### config.mk
export PLATFORM = sky130hd
export DESIGN_NAME = dpm_port_mux
export DESIGN_NICKNAME = d
export VERILOG_FILES = /design/src/design/dpm_pkg.sv /design/src/design/dpm_port_mux.sv
export SDC_FILE = /design/constraint.sdc
export NUM_CORES = 1
export LEC_CHECK = 0
export BUFFER_PORTS_ARGS = -buffer_cell sky130_fd_sc_hd__buf_2
export CORE_MARGIN = 3
export CORE_UTILIZATION = 43
export CTS_CLUSTER_DIAMETER = 40
export DETAILED_ROUTE_END_ITERATION = 8
export GPL_TIMING_DRIVEN = 0
export PLACE_DENSITY = 0.85
export SLEW_MARGIN = 10
export SYNTH_ARGS = -nofsm -noshare
export SYNTH_HDL_FRONTEND = slang
export SYNTH_SLANG_ARGS = --single-unit
### constraint.sdc
create_clock -name clk_i -period 1.7 [get_ports clk_i]
set_input_delay 0.085 -clock clk_i [delete_from_list [all_inputs] [get_ports clk_i]]
set_output_delay 0.085 -clock clk_i [all_outputs]
set_load 0.03 [all_outputs]
### src/design/dpm_pkg.sv
// Purpose: constants for the dual pin port and function mux
// Assumes: avalon-mm register slave, byte-wide registers in low bits of word
// Notes:   printed offsets are not all multiples of four, so byte addr = 4 * index
//
// Notes on behaviour
// - port b latch ones, pins inputs at reset
// - port b direction and alternate cleared at reset
// - first alternate only when alternate bit written one; second alternate needs it zero
// - pins 0,1 input alternate feed capture and irq
// - pins 2,3 output alternate drive timer flops
// - second alternate puts serial data/clock on 0,1
// - bit x controls pin x; others reserved
// - port b data read returns pin levels
// - port z pins 0,1 output-only, 2,3 bidirectional
// - port z reset: latch ones, pins 0,1 high
// - read strobe always when latch bit zero
// - read strobe only external when latch one
// - write strobe only during external accesses
// - pin 2 upper-byte strobe when function and direction
// - input pin latch bit selects pull-up
package dpm_pkg;
    // ----------------------------------------
    // register indices and address width
    // ----------------------------------------
    localparam logic [7:0] IDX_PB_DATA  = 8'h2c;
    localparam logic [7:0] IDX_PB_ALT2  = 8'h2d;
    localparam logic [7:0] IDX_PB_DIR   = 8'h2e;
    localparam logic [7:0] IDX_PB_ALT   = 8'h2f;
    localparam logic [7:0] IDX_PZ_DATA  = 8'h7d;
    localparam logic [7:0] IDX_PZ_DIR   = 8'h7e;
    localparam logic [7:0] IDX_PZ_ALT   = 8'h7f;
    localparam int         ADDR_W       = 10;
    // ----------------------------------------
    // reset values
    // ----------------------------------------
    localparam logic [3:0] RST_LATCH    = 4'hf;
    localparam logic [3:0] RST_CTRL     = 4'h0;
    localparam logic [1:0] RST_ALT2     = 2'h0;
    localparam logic [31:0] RD_UNMAPPED = 32'h0000_0000;
endpackage : dpm_pkg

### src/design/dpm_port_mux.sv
// Purpose: port b / port z pin function mux with avalon-mm registers
// Assumes: pins arrive asynchronous and are synchronised here
// Notes:   one wait state on every access; open drain not supported
//
// The Avalon-MM register port is this design's own decision.
`timescale 1ns/1ps
`default_nettype none
module dpm_port_mux (
    input  wire logic        clk_i,
    input  wire logic        sys_rst_i,
    // avalon-mm slave
    input  wire logic [9:0]  avs_address_i,
    input  wire logic        avs_read_i,
    input  wire logic        avs_write_i,
    input  wire logic [31:0] avs_writedata_i,
    input  wire logic [3:0]  avs_byteenable_i,
    output logic      [31:0] avs_readdata_o,
    output logic             avs_waitrequest_o,
    // port b pins
    input  wire logic [3:0]  portb_pin_i,
    output logic      [3:0]  portb_pin_o,
    output logic      [3:0]  portb_pin_oe_o,
    // port z pins
    input  wire logic [3:0]  portz_pin_i,
    output logic      [3:0]  portz_pin_o,
    output logic      [3:0]  portz_pin_oe_o,
    output logic      [3:0]  portz_pullup_o,
    // on-chip peripherals
    output logic             timer4_capture_in0_o,
    output logic             timer4_capture_in1_o,
    output logic             ext_irq_nine_o,
    output logic             ext_irq_ten_o,
    input  wire logic        timer4_flop_out0_i,
    input  wire logic        timer4_flop_out1_i,
    input  wire logic        serial_bus_data_line_i,
    input  wire logic        serial_bus_data_oe_i,
    output logic             serial_bus_data_line_o,
    input  wire logic        serial_bus_clock_line_i,
    input  wire logic        serial_bus_clock_oe_i,
    output logic             serial_bus_clock_line_o,
    // cpu bus strobes, active low, with access area
    input  wire logic        cpu_rd_n_i,
    input  wire logic        cpu_wr_n_i,
    input  wire logic        cpu_hwr_n_i,
    input  wire logic        cpu_rw_i,
    input  wire logic        cpu_external_i
);
    // ----------------------------------------
    // state
    // ----------------------------------------
    typedef struct packed {
        logic [3:0]  pb_latch;
        logic [3:0]  pb_dir;
        logic [3:0]  pb_alt;
        logic [1:0]  pb_alt2;
        logic [3:0]  pz_latch;
        logic [3:0]  pz_dir;
        logic [3:0]  pz_alt;
        logic [3:0]  pb_meta;
        logic [3:0]  pb_sync;
        logic [3:0]  pz_meta;
        logic [3:0]  pz_sync;
        logic        ack;
        logic [31:0] rdata;
    } dpm_state_t;

    dpm_state_t state_ff;
    dpm_state_t nxt_state;

    logic [7:0]  idx;
    logic        req;
    logic [3:0]  pb_o, pb_oe, pz_o, pz_oe;
    logic [3:0]  pb_in_mode, pz_in_mode;
    logic        rd_strobe_n;

    assign idx = avs_address_i[9:2];
    assign req = (avs_read_i | avs_write_i) & ~state_ff.ack;

    // ----------------------------------------
    // port b function decode
    // ----------------------------------------
    always_comb begin
        pb_o  = state_ff.pb_latch;
        pb_oe = 4'h0;
        pb_in_mode = 4'h0;
        for (int i = 0; i < 4; i++) begin
            // bit x of each register steers pin x
            if (i < 2) begin
                logic [2:0] sel;
                sel = {state_ff.pb_dir[i], state_ff.pb_alt[i], state_ff.pb_alt2[i]};
                if (sel == 3'b000 || sel == 3'b010) begin
                    pb_in_mode[i] = 1'b1;
                end else if (sel == 3'b100) begin
                    pb_oe[i] = 1'b1;
                end else if (sel == 3'b101) begin
                    // open-drain serial lines follow the serial block's enable
                    pb_o[i]  = (i == 0) ? serial_bus_data_line_i : serial_bus_clock_line_i;
                    pb_oe[i] = (i == 0) ? serial_bus_data_oe_i : serial_bus_clock_oe_i;
                end else begin
                    pb_in_mode[i] = 1'b1;
                end
            end else begin
                if (!state_ff.pb_dir[i]) begin
                    pb_in_mode[i] = 1'b1;
                end else if (!state_ff.pb_alt[i]) begin
                    pb_oe[i] = 1'b1;
                end else begin
                    // alternate only after alternate bit written one
                    pb_o[i]  = (i == 2) ? timer4_flop_out0_i : timer4_flop_out1_i;
                    pb_oe[i] = 1'b1;
                end
            end
        end
    end

    // capture and irq only see the pin when the input alternate is picked
    assign timer4_capture_in0_o = state_ff.pb_sync[0] & ~state_ff.pb_dir[0]
                                  & state_ff.pb_alt[0] & ~state_ff.pb_alt2[0];
    assign timer4_capture_in1_o = state_ff.pb_sync[1] & ~state_ff.pb_dir[1]
                                  & state_ff.pb_alt[1] & ~state_ff.pb_alt2[1];
    assign ext_irq_nine_o = timer4_capture_in0_o;
    assign ext_irq_ten_o  = timer4_capture_in1_o;
    assign serial_bus_data_line_o  = state_ff.pb_sync[0];
    assign serial_bus_clock_line_o = state_ff.pb_sync[1];

    // ----------------------------------------
    // port z function decode
    // ----------------------------------------
    // latch bit 0 set masks the read strobe on internal accesses
    assign rd_strobe_n = (state_ff.pz_latch[0] && !cpu_external_i) ? 1'b1 : cpu_rd_n_i;

    always_comb begin
        pz_o = state_ff.pz_latch;
        pz_oe = 4'h3;                         // pins 0,1 always driven
        pz_in_mode = 4'h0;
        // plain latch output when function clear
        if (state_ff.pz_alt[0]) begin
            pz_o[0] = rd_strobe_n;
        end
        if (state_ff.pz_alt[1]) begin
            pz_o[1] = cpu_external_i ? cpu_wr_n_i : 1'b1;
        end
        if (state_ff.pz_alt[2] && state_ff.pz_dir[2]) begin
            pz_o[2] = cpu_external_i ? cpu_hwr_n_i : 1'b1;
            pz_oe[2] = 1'b1;
        end else if (!state_ff.pz_alt[2] && state_ff.pz_dir[2]) begin
            pz_oe[2] = 1'b1;
        end else begin
            pz_in_mode[2] = 1'b1;
        end
        if (state_ff.pz_alt[3] && !state_ff.pz_dir[3]) begin
            pz_o[3] = cpu_rw_i;
            pz_oe[3] = 1'b1;
        end else if (!state_ff.pz_alt[3] && state_ff.pz_dir[3]) begin
            pz_oe[3] = 1'b1;
        end else begin
            pz_in_mode[3] = 1'b1;
        end
    end

    assign portb_pin_o    = pb_o;
    assign portb_pin_oe_o = pb_oe;
    assign portz_pin_o    = pz_o;
    assign portz_pin_oe_o = pz_oe;
    // pull-up only on an input, enabled by latch one
    assign portz_pullup_o = pz_in_mode & state_ff.pz_latch;

    // ----------------------------------------
    // register file and synchronisers
    // ----------------------------------------
    always_comb begin
        nxt_state = state_ff;
        // two stages before any logic reads a pin
        nxt_state.pb_meta = portb_pin_i;
        nxt_state.pb_sync = state_ff.pb_meta;
        nxt_state.pz_meta = portz_pin_i;
        nxt_state.pz_sync = state_ff.pz_meta;
        nxt_state.ack = req;
        if (req && avs_write_i && avs_byteenable_i[0]) begin
            // direction/alternate are write-only, so rmw would corrupt them
            if (idx == dpm_pkg::IDX_PB_DATA) begin
                nxt_state.pb_latch = avs_writedata_i[3:0];
            end else if (idx == dpm_pkg::IDX_PB_ALT2) begin
                nxt_state.pb_alt2 = avs_writedata_i[1:0];
            end else if (idx == dpm_pkg::IDX_PB_DIR) begin
                nxt_state.pb_dir = avs_writedata_i[3:0];
            end else if (idx == dpm_pkg::IDX_PB_ALT) begin
                nxt_state.pb_alt = avs_writedata_i[3:0];
            end else if (idx == dpm_pkg::IDX_PZ_DATA) begin
                nxt_state.pz_latch = avs_writedata_i[3:0];
            end else if (idx == dpm_pkg::IDX_PZ_DIR) begin
                nxt_state.pz_dir = {avs_writedata_i[3:2], 2'b00};
            end else if (idx == dpm_pkg::IDX_PZ_ALT) begin
                nxt_state.pz_alt = avs_writedata_i[3:0];
            end
        end
        nxt_state.rdata = dpm_pkg::RD_UNMAPPED;
        if (req && avs_read_i) begin
            // data reads return pin levels, not the latch
            if (idx == dpm_pkg::IDX_PB_DATA) begin
                nxt_state.rdata = {28'h0, state_ff.pb_sync};
            end else if (idx == dpm_pkg::IDX_PZ_DATA) begin
                nxt_state.rdata = {28'h0, state_ff.pz_sync};
            end
        end
        if (sys_rst_i) begin
            nxt_state = '0;
            nxt_state.pb_latch = dpm_pkg::RST_LATCH;
            nxt_state.pb_dir   = dpm_pkg::RST_CTRL;
            nxt_state.pb_alt   = dpm_pkg::RST_CTRL;
            nxt_state.pb_alt2  = dpm_pkg::RST_ALT2;
            nxt_state.pz_latch = dpm_pkg::RST_LATCH;
            nxt_state.pz_dir   = dpm_pkg::RST_CTRL;
            nxt_state.pz_alt   = dpm_pkg::RST_CTRL;
        end
    end

    always_ff @(posedge clk_i) begin
        state_ff <= nxt_state;
    end

    assign avs_waitrequest_o = req;
    assign avs_readdata_o    = state_ff.rdata;

    // ----------------------------------------
    // checks
    // ----------------------------------------
    a_reset_latch: assert property (@(posedge clk_i) sys_rst_i |=>
        state_ff.pb_latch == 4'hf && portb_pin_oe_o == 4'h0)
        else $error("port b not input with ones after reset");
    a_reset_ctrl: assert property (@(posedge clk_i) sys_rst_i |=>
        state_ff.pb_dir == 4'h0 && state_ff.pb_alt == 4'h0)
        else $error("port b control not cleared");
    a_timer_out: assert property (@(posedge clk_i) disable iff (sys_rst_i)
        (state_ff.pb_dir[2] && state_ff.pb_alt[2]) |-> portb_pin_o[2] == timer4_flop_out0_i)
        else $error("timer flop not on pin 2");
    a_irq_follow: assert property (@(posedge clk_i) disable iff (sys_rst_i)
        (!state_ff.pb_dir[0] && state_ff.pb_alt[0] && !state_ff.pb_alt2[0])
        |-> ext_irq_nine_o == state_ff.pb_sync[0])
        else $error("irq nine not following pin");
    a_pz_reset: assert property (@(posedge clk_i) sys_rst_i |=>
        portz_pin_o[1:0] == 2'b11 && portz_pullup_o == 4'hc)
        else $error("port z reset state wrong");
    a_rd_internal: assert property (@(posedge clk_i) disable iff (sys_rst_i)
        (state_ff.pz_alt[0] && !state_ff.pz_latch[0]) |-> portz_pin_o[0] == cpu_rd_n_i)
        else $error("read strobe not always driven");
    a_wr_external: assert property (@(posedge clk_i) disable iff (sys_rst_i)
        (state_ff.pz_alt[1] && !cpu_external_i) |-> portz_pin_o[1])
        else $error("write strobe on internal access");
    a_read_pins: assert property (@(posedge clk_i) disable iff (sys_rst_i)
        (avs_read_i && req && idx == dpm_pkg::IDX_PB_DATA)
        |=> avs_readdata_o == {28'h0, $past(state_ff.pb_sync)})
        else $error("port b read not pin levels");
    // ----------------------------------------
    // port b register and pin decode checks; port z data read
    // ----------------------------------------
    a_pb_alt2_reset: assert property (@(posedge clk_i) sys_rst_i |=>
        state_ff.pb_alt2 == 2'h0)
        else $error("port b second alternate not cleared");
    // a write to alternate or direction must land in the register it addresses
    a_alt_write: assert property (@(posedge clk_i) disable iff (sys_rst_i)
        (req && avs_write_i && avs_byteenable_i[0] && idx == dpm_pkg::IDX_PB_ALT)
        |=> state_ff.pb_alt == $past(avs_writedata_i[3:0]))
        else $error("alternate register write lost");
    a_dir_write: assert property (@(posedge clk_i) disable iff (sys_rst_i)
        (req && avs_write_i && avs_byteenable_i[0] && idx == dpm_pkg::IDX_PB_DIR)
        |=> state_ff.pb_dir == $past(avs_writedata_i[3:0]))
        else $error("direction register write lost");
    a_pb_plain_out: assert property (@(posedge clk_i) disable iff (sys_rst_i)
        (state_ff.pb_dir[0] && !state_ff.pb_alt[0] && !state_ff.pb_alt2[0])
        |-> portb_pin_oe_o[0] && portb_pin_o[0] == state_ff.pb_latch[0])
        else $error("port b pin 0 not a plain output");
    a_pb_alt_gate: assert property (@(posedge clk_i) disable iff (sys_rst_i)
        !state_ff.pb_alt[2] |-> portb_pin_o[2] == state_ff.pb_latch[2])
        else $error("pin 2 left the latch without alternate bit");
    a_pb_lo_reserved: assert property (@(posedge clk_i) disable iff (sys_rst_i)
        (state_ff.pb_dir[0] && state_ff.pb_alt[0]) |-> !portb_pin_oe_o[0])
        else $error("reserved pin 0 setting drives");
    a_pb_hi_reserved: assert property (@(posedge clk_i) disable iff (sys_rst_i)
        (!state_ff.pb_dir[3] && state_ff.pb_alt[3]) |-> !portb_pin_oe_o[3])
        else $error("reserved pin 3 setting drives");
    a_timer_out1: assert property (@(posedge clk_i) disable iff (sys_rst_i)
        (state_ff.pb_dir[3] && state_ff.pb_alt[3])
        |-> portb_pin_oe_o[3] && portb_pin_o[3] == timer4_flop_out1_i)
        else $error("timer flop not on pin 3");
    // open-drain behaviour comes from the serial block's enable, not from here
    a_serial_data: assert property (@(posedge clk_i) disable iff (sys_rst_i)
        (state_ff.pb_dir[0] && !state_ff.pb_alt[0] && state_ff.pb_alt2[0])
        |-> portb_pin_o[0] == serial_bus_data_line_i
        && portb_pin_oe_o[0] == serial_bus_data_oe_i)
        else $error("serial data not on pin 0");
    a_serial_clock: assert property (@(posedge clk_i) disable iff (sys_rst_i)
        (state_ff.pb_dir[1] && !state_ff.pb_alt[1] && state_ff.pb_alt2[1])
        |-> portb_pin_o[1] == serial_bus_clock_line_i
        && portb_pin_oe_o[1] == serial_bus_clock_oe_i)
        else $error("serial clock not on pin 1");
    a_serial_in: assert property (@(posedge clk_i) disable iff (sys_rst_i)
        serial_bus_data_line_o == state_ff.pb_sync[0]
        && serial_bus_clock_line_o == state_ff.pb_sync[1])
        else $error("serial lines not fed from pins");
    a_irq_ten: assert property (@(posedge clk_i) disable iff (sys_rst_i)
        (!state_ff.pb_dir[1] && state_ff.pb_alt[1] && !state_ff.pb_alt2[1])
        |-> ext_irq_ten_o == state_ff.pb_sync[1] && timer4_capture_in1_o == state_ff.pb_sync[1])
        else $error("irq ten not following pin");
    a_capture_gate: assert property (@(posedge clk_i) disable iff (sys_rst_i)
        state_ff.pb_dir[0] |-> !timer4_capture_in0_o && !ext_irq_nine_o)
        else $error("capture seen while pin 0 drives");
    a_pz_read_pins: assert property (@(posedge clk_i) disable iff (sys_rst_i)
        (avs_read_i && req && idx == dpm_pkg::IDX_PZ_DATA)
        |=> avs_readdata_o == {28'h0, $past(state_ff.pz_sync)})
        else $error("port z read not pin levels");

    // ----------------------------------------
    // port z register and pin decode checks
    // ----------------------------------------
    a_pz_reset_ctrl: assert property (@(posedge clk_i) sys_rst_i |=>
        state_ff.pz_dir == 4'h0 && state_ff.pz_alt == 4'h0 && state_ff.pz_latch == 4'hf)
        else $error("port z registers not reset");
    a_pz_out_only: assert property (@(posedge clk_i) disable iff (sys_rst_i)
        portz_pin_oe_o[1:0] == 2'b11)
        else $error("port z pins 0,1 not driven");
    // pins 0,1 have no direction bit, so it stays zero forever
    a_pz_dir_mask: assert property (@(posedge clk_i) disable iff (sys_rst_i)
        state_ff.pz_dir[1:0] == 2'b00)
        else $error("port z low direction bits set");
    a_pz_plain0: assert property (@(posedge clk_i) disable iff (sys_rst_i)
        !state_ff.pz_alt[0] |-> portz_pin_o[0] == state_ff.pz_latch[0])
        else $error("port z pin 0 not latch output");
    a_pz_plain1: assert property (@(posedge clk_i) disable iff (sys_rst_i)
        !state_ff.pz_alt[1] |-> portz_pin_o[1] == state_ff.pz_latch[1])
        else $error("port z pin 1 not latch output");
    a_rd_external: assert property (@(posedge clk_i) disable iff (sys_rst_i)
        (state_ff.pz_alt[0] && state_ff.pz_latch[0] && cpu_external_i)
        |-> portz_pin_o[0] == cpu_rd_n_i)
        else $error("read strobe missing on external access");
    a_rd_masked: assert property (@(posedge clk_i) disable iff (sys_rst_i)
        (state_ff.pz_alt[0] && state_ff.pz_latch[0] && !cpu_external_i)
        |-> portz_pin_o[0])
        else $error("read strobe on internal access");
    a_wr_follow: assert property (@(posedge clk_i) disable iff (sys_rst_i)
        (state_ff.pz_alt[1] && cpu_external_i) |-> portz_pin_o[1] == cpu_wr_n_i)
        else $error("write strobe missing on external access");
    a_hwr_drive: assert property (@(posedge clk_i) disable iff (sys_rst_i)
        (state_ff.pz_alt[2] && state_ff.pz_dir[2] && cpu_external_i)
        |-> portz_pin_oe_o[2] && portz_pin_o[2] == cpu_hwr_n_i)
        else $error("upper byte strobe not on pin 2");
    a_hwr_reserved: assert property (@(posedge clk_i) disable iff (sys_rst_i)
        (state_ff.pz_alt[2] && !state_ff.pz_dir[2]) |-> !portz_pin_oe_o[2])
        else $error("reserved pin 2 setting drives");
    a_rw_drive: assert property (@(posedge clk_i) disable iff (sys_rst_i)
        (state_ff.pz_alt[3] && !state_ff.pz_dir[3])
        |-> portz_pin_oe_o[3] && portz_pin_o[3] == cpu_rw_i)
        else $error("read/write not on pin 3");
    a_rw_reserved: assert property (@(posedge clk_i) disable iff (sys_rst_i)
        (state_ff.pz_alt[3] && state_ff.pz_dir[3]) |-> !portz_pin_oe_o[3])
        else $error("reserved pin 3 setting drives");
    a_pz_plain_out: assert property (@(posedge clk_i) disable iff (sys_rst_i)
        (!state_ff.pz_alt[2] && state_ff.pz_dir[2])
        |-> portz_pin_oe_o[2] && portz_pin_o[2] == state_ff.pz_latch[2])
        else $error("port z pin 2 not a plain output");
    // pull-up only where no driver fights it; outputs never pull
    a_pullup_on: assert property (@(posedge clk_i) disable iff (sys_rst_i)
        !portz_pin_oe_o[3] |-> portz_pullup_o[3] == state_ff.pz_latch[3])
        else $error("pin 3 pull-up not from latch");
    a_pullup_off: assert property (@(posedge clk_i) disable iff (sys_rst_i)
        portz_pin_oe_o[2] |-> !portz_pullup_o[2])
        else $error("pull-up on a driven pin 2");
    a_no_pull_out: assert property (@(posedge clk_i) disable iff (sys_rst_i)
        portz_pullup_o[1:0] == 2'b00)
        else $error("pull-up on output-only pins");

    c_rd_external: cover property (@(posedge clk_i) state_ff.pz_alt[0] && cpu_external_i);
    c_capture: cover property (@(posedge clk_i) timer4_capture_in0_o);
    c_serial: cover property (@(posedge clk_i) portb_pin_oe_o[0] && state_ff.pb_alt2[0]);
    c_hwr: cover property (@(posedge clk_i) state_ff.pz_alt[2] && portz_pin_oe_o[2]);
    c_rw: cover property (@(posedge clk_i) state_ff.pz_alt[3] && portz_pin_oe_o[3]);
endmodule // dpm_port_mux
`default_nettype wire

==> results.toml, run 1 <==
[critical_path]
path_buf_inv = 0
cp.required_ps = 1920
r2r_start = "state_ff[32]$_SDFF_PP0_"
cpLargestDelayFamily = "simple AND/OR/NAND/NOR gates"
cp.arrival_ps = 1850
critical_path.cell_chain = "nand3b_1 -> nor4_1 -> mux2i_1"
rr_endpoint = "state_ff[56]$_SDFFE_PP0P_"
ff2ff_path_depth = 3
critical_path_depth = 3
crit_slowest_cell = "nor4_1"
reg2reg_slack_ps = 80
start_kind = "register"
endpoint_kind = "register"
crit_fanout = 5
max_stage_delay_ps = 640
critical_path_class = "reg2reg"

[grt]
grt_pass1_vias = 1597
grt_pass1_wl_um = 7541
grtUsageTotal_pct = 15.89
grt_max_degree = 15
grt_overflow = 0
antenna_found_initial = 0

[sta]
period_share_pct = 95.58
setup_viol = 0
maxSlewViolCount = 0
finalWorstSetupSlack_ps = 75.22
hold_violations = 0
layout_min_cycle_time_ps = 1625
holdWs_ps = 3.399
grt_setup_unrepaired = "true"
clock_skew_ps = 6.903
max_clock_freq_ghz = 0.6155
slew-limit-headroom_pct = 33.48
worstMarginPinSlew_ps = 983.9

[routing]
wirelength_um = 4612
viasPerCell = 4.320
drtIter0Drc = 59
routedWlPerCell_um = 11.71
drt_first_pass_iters = 4
num_vias = 1702
drc = 0
postRouteAntennaNets = 0

[placement]
dp_hpwl_um = 3580
preCtsSetupSlack_ps = 53.13
place_congestion = 0.8026
numPortBuffers = 62

[min_path]
min-delay-start = "portz_pin_i[2]"
hp-class = "in2reg"
holdPathStages = 2
min_to = "state_ff[39]$_SDFF_PP0_"

[clock_tree]
cts_setup_buffers = 0
htreeDepth = 2
insertion_delay_ps = 300
clock_sinks = 45
numCtsBuffers = 5
cts_root_buf = "clkbuf_8"
clk_path_buf_depth = 2
clkTransAtPathRegs_ps = 80
cts_tree = "yes"

[final_layout]
mostFrequentLayoutCells = "buf_2, dfxtp_1, buf_4"
nets = 396
antenna_cells = 0
layout_commonest_cell = "buf_2"
area_growth_pct = 31.69
fill_cells = 400
layout-drive-gt1-share_pct = 36.39

[floorplanning]
dieArea_mm2 = 0.005890
die_width_um = 76.75
io_pins = 128
die_h_um = 76.75
start_util_pct = 44.97
core_area_mm2 = 0.004786
rows = 25

[logic_synthesis]
ys.flop_type = "dfxtp_1"
synth_fa_ha_area_share_pct = 0.5814
async_flop_share_pct = 0
synth-seq-cells = 45
syn_area_per_cell_um2 = 9.607
synth-compound-area-share_pct = 3.081
ys_warn_count = 0
synthSimpleGateAreaFrac_pct = 24.24
syn_inst = 224
synthXorXnorAreaFrac_pct = 0
synth_top_family_by_area = "simple AND/OR/NAND/NOR gates"
synth_edf_count = 0
muxShareOfSynthArea_pct = 13.78
ys_types = 33
synth_seq_area_share_pct = 41.86
synth_area_mm2 = 0.002152

[outcome]
status = "complete, no violations"

[flow_run]
maxCapViolCount = 0

[power_and_ir_drop]
peakVddDrop_uv = 674.8
p_leak_nw = 1.413
p_per_area_mw_per_mm2 = 814.5
finalPower_mw = 2.308
-- cell usage after synthesis, types with 2 or more instances --
cell type | instances | area (µm²)
inv_1 | 4 | 15.01
nand2b_1 | 20 | 125.1
conb_1 | 2 | 7.510
nand4b_1 | 3 | 26.28
buf_4 | 40 | 300.3
a22o_1 | 5 | 43.79
nor3_1 | 4 | 20.02
nor2b_1 | 19 | 118.9
nor4b_1 | 2 | 17.52
nor2_1 | 15 | 56.30
nand3_1 | 2 | 10.01
nand2_1 | 6 | 22.52
mux2_2 | 5 | 56.30
dfxtp_1 | 45 | 900.9
mux2i_1 | 24 | 240.2
and4_1 | 2 | 17.52
clkbuf_1 | 7 | 26.28
nand3b_1 | 3 | 22.52
nor3b_1 | 2 | 15.01
-- cell type report --
class	instances	area, µm²	share of cell area [%]
Multi-Input combinational cell	157	1022	36.07
Buffer	47	327.8	11.57
Timing Repair Buffer	66	350.3	12.36
Tap cell	67	83.83	2.958
Clock inverter	3	65.06	2.296
Clock buffer	5	68.82	2.428
Sequential cell	45	900.9	31.79
Inverter	4	15.01	0.5298
-- per-layer routing --
layer	routed length (µm)	global-route usage, %	share of wire, %
met5	0	0	0
met4	81	5.978	1.8
met3	276	3.169	6.0
met2	2308	27.79	50
met1	1945	19.12	42
-- registers in the layout (all words and copies together), names as in the netlist --
register	count
avs_readdata_o	4
serial_bus_clock_line_o	1
serial_bus_data_line_o	1
state_ff	39
-- cell families (layout without fill, tap and decap cells) --
group / count (synthesis) / count (layout)
other: 2 / 32
DFF: 45 / 45
buffers and inverters: 52 / 125
muxes: 29 / 29
adders and majority gates: 1 / 1
and+or+nand+nor: 87 / 87
AOI/OAI and AO/OA: 8 / 8
-- timing repair --
action	4_1_cts	5_1_grt
hold buffers	4	0
resized for setup	0	1
endpoints found under the setup margin	0	5
hold endpoints to repair	4	0
-- worst reg2reg max path, cell delays in order, from the launching register on --
cell      delay, ps
dfxtp_1         350
nand3b_1        280
nor4_1          640
mux2i_1         280
-- worst max-delay path by stage --
stage,from,to,slack [ps]
floorplan,serial_bus_data_line_o$_SDFF_PP0_,timer4_capture_in0_o,20
global placement,avs_address_i[6],state_ff[74]$_SDFFE_PP1P_,50
detailed placement,avs_address_i[6],state_ff[71]$_SDFFE_PP1P_,50
CTS,state_ff[32]$_SDFF_PP0_,state_ff[57]$_SDFFE_PP1P_,50
global route,state_ff[32]$_SDFF_PP0_,state_ff[56]$_SDFFE_PP0P_,-20
finish,state_ff[32]$_SDFF_PP0_,state_ff[56]$_SDFFE_PP0P_,80
-- power breakdown --
| part | internal (mW) | total [mW] | switching [mW] |
|---|---|---|---|
| Sequential | 1.07 | 1.08 | 0.00740 |
| Combinational | 0.118 | 0.293 | 0.175 |
| Clock | 0.583 | 0.936 | 0.352 |
-- metrics by stage --
step	TNS [ps]	cells	instance area (µm²)	util (%)
final	0	394	2834	59.22
after global routing	-15.64	394	2834	59.22
after CTS	0	395	2833	59.19
after detailed placement	0	383	2659	55.56
after global placement	0	383	2659	55.56
after floorplan	0	254	2265	-
Note: power is estimated with default switching activity, not from simulation.
==> run 2, diff against run 1 <==
- CELL_PAD_IN_SITES_DETAIL_PLACEMENT: unset -> 1
- CELL_PAD_IN_SITES_GLOBAL_PLACEMENT: unset -> 2
- CORE_MARGIN: 3 -> 2
- CORE_UTILIZATION: 43 -> 24
- PLACE_DENSITY: 0.85 -> 0.86
==> run 2 against run 1 <==
Maximum frequency grew 3.9%. Critical endpoint unchanged. Largest power group unchanged. Sequential share of layout area shrank 0.24 points. Worst hold slack lost 1.8 ps. Sequential cell count is the same. Core utilization shrank 26 points. Combinational power shrank 1%.
==> results.toml, run 2 (same netlist as run 1, synthesis figures left out) <==
[critical_path]
crit_fanout = 5
cp.arrival_ps = 1800
max_stage_delay_ps = 660
cpLargestDelayFamily = "simple AND/OR/NAND/NOR gates"
crit_slowest_cell = "nor4_1"
start_kind = "register"
cp.required_ps = 1930
endpoint_kind = "register"
crit_start = "state_ff[32]$_SDFF_PP0_"
critical_path.cell_chain = "nand3b_1 -> nor4_1 -> mux2i_1"
critical_path_class = "reg2reg"
r2r_start = "state_ff[32]$_SDFF_PP0_"
path_buf_inv = 0

[power_and_ir_drop]
p_per_area_mw_per_mm2 = 777.0
peakVddDrop_uv = 353.2
p_leak_nw = 1.395

[clock_tree]
htreeDepth = 2
numCtsBuffers = 5
clk_path_buf_depth = 2
clkTransAtPathRegs_ps = 90
cts_tree = "yes"
cts_setup_buffers = 0
insertion_delay_ps = 300
cts_root_buf = "clkbuf_8"
clock_sinks = 45

[grt]
grt_pass1_wl_um = 8383
antenna_found_initial = 0
grtUsageTotal_pct = 10.90
grt_pass1_vias = 1658
grt_max_degree = 15
grt_overflow = 0

[placement]
numPortBuffers = 62
preCtsSetupSlack_ps = 0.5623
place_congestion = 0.7477
dp_hpwl_um = 4343

[sta]
setup_viol = 0
max_clock_freq_ghz = 0.6393
grt_setup_unrepaired = "false"
slew-limit-headroom_pct = 50.17
holdWs_ps = 1.589
hold_violations = 0
worstMarginPinSlew_ps = 737.0
tns_ps = 0
clock_skew_ps = 5.233
layout_min_cycle_time_ps = 1564
period_share_pct = 92.01
finalWorstSetupSlack_ps = 135.8
maxSlewViolCount = 0

[min_path]
min-delay-start = "portz_pin_i[2]"
hp-class = "in2reg"

[final_layout]
area_growth_pct = 32.67
largest_register = "state_ff"
mostFrequentLayoutCells = "buf_2, dfxtp_1, buf_4"
layout-drive-gt1-share_pct = 36.50
antenna_cells = 0
nets = 395
layout_commonest_cell = "buf_2"
largest_reg_flops = 39

[routing]
routedWlPerCell_um = 12.39
viasPerCell = 3.977
drtIter0Drc = 53
wirelength_um = 5378
drt_first_pass_iters = 4
drc = 0
num_vias = 1726
postRouteAntennaNets = 0

[flow_run]
maxCapViolCount = 0

[floorplanning]
die_width_um = 98.70
start_util_pct = 24.68
dieArea_mm2 = 0.009741
core_area_mm2 = 0.008721
io_pins = 128
die_h_um = 98.70
rows = 34

[outcome]
status = "complete, no violations"
run 2: stage by stage:
step           area, µm²  utilization, %  total power, mW  cells
2_1_floorplan       2265               -            1.316    254
3_3_place_gp        2710           31.08            1.383    424
3_5_place_dp        2710           31.08            1.389    424
4_1_cts             2850           32.68            2.230    434
5_1_grt             2855           32.74            2.313    434
6_report            2855           32.74            2.218    434
run 2: worst register-to-register path: cells and delay by family (launching register included):
kind	cells	cell delay, ps
simple gates	2	910
flops	1	340
mux	1	250
run 2: area by class of cell:
class,instances,area [µm²]
Buffer,48,331.6
Clock buffer,6,82.58
Clock inverter,2,37.54
Fill cell,1050,5866
Inverter,4,15.01
Multi-Input combinational cell,157,1022
Sequential cell,45,900.9
Tap cell,108,135.1
Timing Repair Buffer,64,330.3
run 2: layer usage:
layer  track usage, %  wire, µm
met4            2.845        32
met2            19.10      2755
met3            2.766       318
met1            13.32      2272
met5                0         0
run 2: where the power goes:
part | switching [mW] | internal [mW] | total [mW]
sequential | 0.00790 | 1.07 | 1.08
clock | 0.371 | 0.478 | 0.849
combinational | 0.174 | 0.115 | 0.289
total | 0.553 | 1.67 | 2.22
run 2: timing repair:
item / in CTS / in global routing
hold buffers: 2 / 0
hold endpoints to repair: 2 / 0
gates resized for setup: 0 / 1
endpoints found under the setup margin: 0 / 4
run 2: path summary, 6_finish.rpt:
kind / depth (start not counted) / slack [ps] / to
max: 3 / 140 / state_ff[56]$_SDFFE_PP0P_
min: 2 / 2 / state_ff[39]$_SDFF_PP0_
max reg2reg: 3 / 140 / state_ff[56]$_SDFFE_PP0P_
min reg2reg: 1 / 440 / state_ff[33]$_SDFF_PP0_
==> run 3, diff against run 2 <==
- CORE_ASPECT_RATIO: unset -> 1.75
==> run 3 against run 2 <==
Worst hold slack improved by 10 ps. Critical path depth increased by 1. Highest routed layer unchanged. Sequential share of layout area decreased by 0.22 points. Wire length decreased by 0.99%. Via count increased by 2.8%. Critical endpoint is now state_ff[50]$_SDFFE_PP0P_. Clock skew decreased by 0.57 ps. Clock power increased by 8.6%. Count of clock-buffer cells in the layout decreased by 1. Total power increased by 3.3%. First-iteration DRC count decreased by 30%.
==> results.toml, run 3 (same netlist as run 1, synthesis figures left out) <==
[routing]
drtIter0Drc = 37
num_vias = 1774
drc = 0
postRouteAntennaNets = 0
routedWlPerCell_um = 12.07
wirelength_um = 5325
drt_first_pass_iters = 2
viasPerCell = 4.023

[clock_tree]
clkTransAtPathRegs_ps = 60
clock_sinks = 45
cts_root_buf = "clkbuf_16"
cts_setup_buffers = 0
htreeDepth = 2
insertion_delay_ps = 280
cts_tree = "yes"
clk_path_buf_depth = 2
numCtsBuffers = 5

[sta]
period_share_pct = 92.91
layout_min_cycle_time_ps = 1579
grt_setup_unrepaired = "false"
setup_viol = 0
clock_skew_ps = 4.658
hold_violations = 0
slew-limit-headroom_pct = 40.69
worstMarginPinSlew_ps = 877.2
max_clock_freq_ghz = 0.6332
maxSlewViolCount = 0

[floorplanning]
core_area_mm2 = 0.008671
dieArea_mm2 = 0.009770
start_util_pct = 24.82
rows = 45
die_width_um = 75.58
die_h_um = 129.3
io_pins = 128

[grt]
grt_pass1_wl_um = 8114
grt_overflow = 0
grt_max_degree = 15
grtUsageTotal_pct = 11.18
antenna_found_initial = 0
grt_pass1_vias = 1780

[critical_path]
cp.arrival_ps = 1740
critical_path_class = "reg2reg"
crit_fanout = 5
endpoint_kind = "register"
crit_slowest_cell = "or3b_2"
critical_path.cell_chain = "nand3b_1 -> or3b_2 -> clkbuf_1 -> mux2i_1"
start_kind = "register"
cp.required_ps = 1860
max_stage_delay_ps = 500
cpLargestDelayFamily = "simple AND/OR/NAND/NOR gates"
path_buf_inv = 1

[power_and_ir_drop]
combPwrFrac_pct = 12.5
p_leak_nw = 1.399
switching_power_uw = 566.8
internal_power_mw = 1.724
switching_share_pct = 24.74
p_per_area_mw_per_mm2 = 796.8
seq_power_share_pct = 47.2
peakVddDrop_uv = 468.7
pwr-share-clk_pct = 40.2

[placement]
dpl_cell_area_mm2 = 0.002721
place_congestion = 0.7426
dp_hpwl_um = 4391
numPortBuffers = 62

[outcome]
status = "complete, no violations"

[final_layout]
layout_commonest_cell = "buf_2"
final_util_pct = 33.16
antenna_cells = 0
fill_cells = 1083
layout-drive-gt1-share_pct = 37.04
nets = 393
mostFrequentLayoutCells = "buf_2, dfxtp_1, buf_4"
largest_register = "state_ff"
area_growth_pct = 33.60
finalInstanceArea_mm2 = 0.002875
multi_input_area_mm2 = 0.001028
seq_area_um2 = 900.9
largest_reg_flops = 39

[min_path]
hp-class = "in2reg"

[flow_run]
maxCapViolCount = 0
==> run 3: changes by cell type in the layout (fill, tap and decap cells not counted), sizes merged <==
cell / delta
clkinv: +2
dlygate4sd3: -2
bufinv: -1
clkbuf: -1
==> run 3: through the flow <==
step	TNS, ps	hold WS (ps)	cells	total power [mW]	setup WS [ps]
after CTS	0	9.939	441	2.320	82.43
final	0	11.88	441	2.291	120.6
after global placement	-77.12	298.3	433	1.384	-20.60
after detailed placement	-545.3	306.9	433	1.391	-101.1
after floorplan	0	213.2	254	1.316	21.46
after global routing	0	33.43	441	2.372	38.26
==> run 3: area by class of cell <==
cell class	count	area share, %
Clock buffer	5	4.352
Clock inverter	3	0.6092
Buffer	48	11.53
Timing Repair Buffer	62	10.79
Multi-Input combinational cell	157	35.77
Inverter	4	0.5222
Sequential cell	45	31.33
Tap cell	117	5.091
==> run 3: power groups by stage <==
stage / Clock (mW) / Combinational, mW / Sequential, mW
6_report: 0.922 / 0.287 / 1.08
5_1_grt: 0.977 / 0.312 / 1.08
4_1_cts: 0.952 / 0.286 / 1.08
3_5_place_dp: 0 / 0.285 / 1.11
3_3_place_gp: 0 / 0.279 / 1.11
2_1_floorplan: 0 / 0.209 / 1.11
==> run 3: worst paths after layout <==
kind | slack [ps] | depth (start not counted) | to | startpoint
worst min-delay path | 10 | 2 | state_ff[40]$_SDFF_PP0_ | portz_pin_i[3]
worst max-delay path | 120 | 4 | state_ff[50]$_SDFFE_PP0P_ | state_ff[32]$_SDFF_PP0_
worst min register to register | 440 | 1 | serial_bus_data_line_o$_SDFF_PP0_ | state_ff[45]$_SDFF_PP0_
worst max register to register | 120 | 4 | state_ff[50]$_SDFFE_PP0P_ | state_ff[32]$_SDFF_PP0_
==> run 3: per-layer routing <==
layer  GRT usage [%]  wire length, µm  up-vias
met1           10.98             1975      832
met4           5.573              125        0
met5               0                0        -
met3           1.477              273        7
li1                -                -      873
met2           21.59             2951       62
==> run 3: timing repair <==
action,CTS,global route
endpoints found under the hold margin,0,0
endpoints found under the setup margin,4,1
resized for setup,1,1
hold buffers,0,0
==> run 3: worst reg2reg max path: stages (launching register included) <==
cell	delay (ps)
dfxtp_1	340
nand3b_1	260
or3b_2	500
clkbuf_1	200
mux2i_1	160
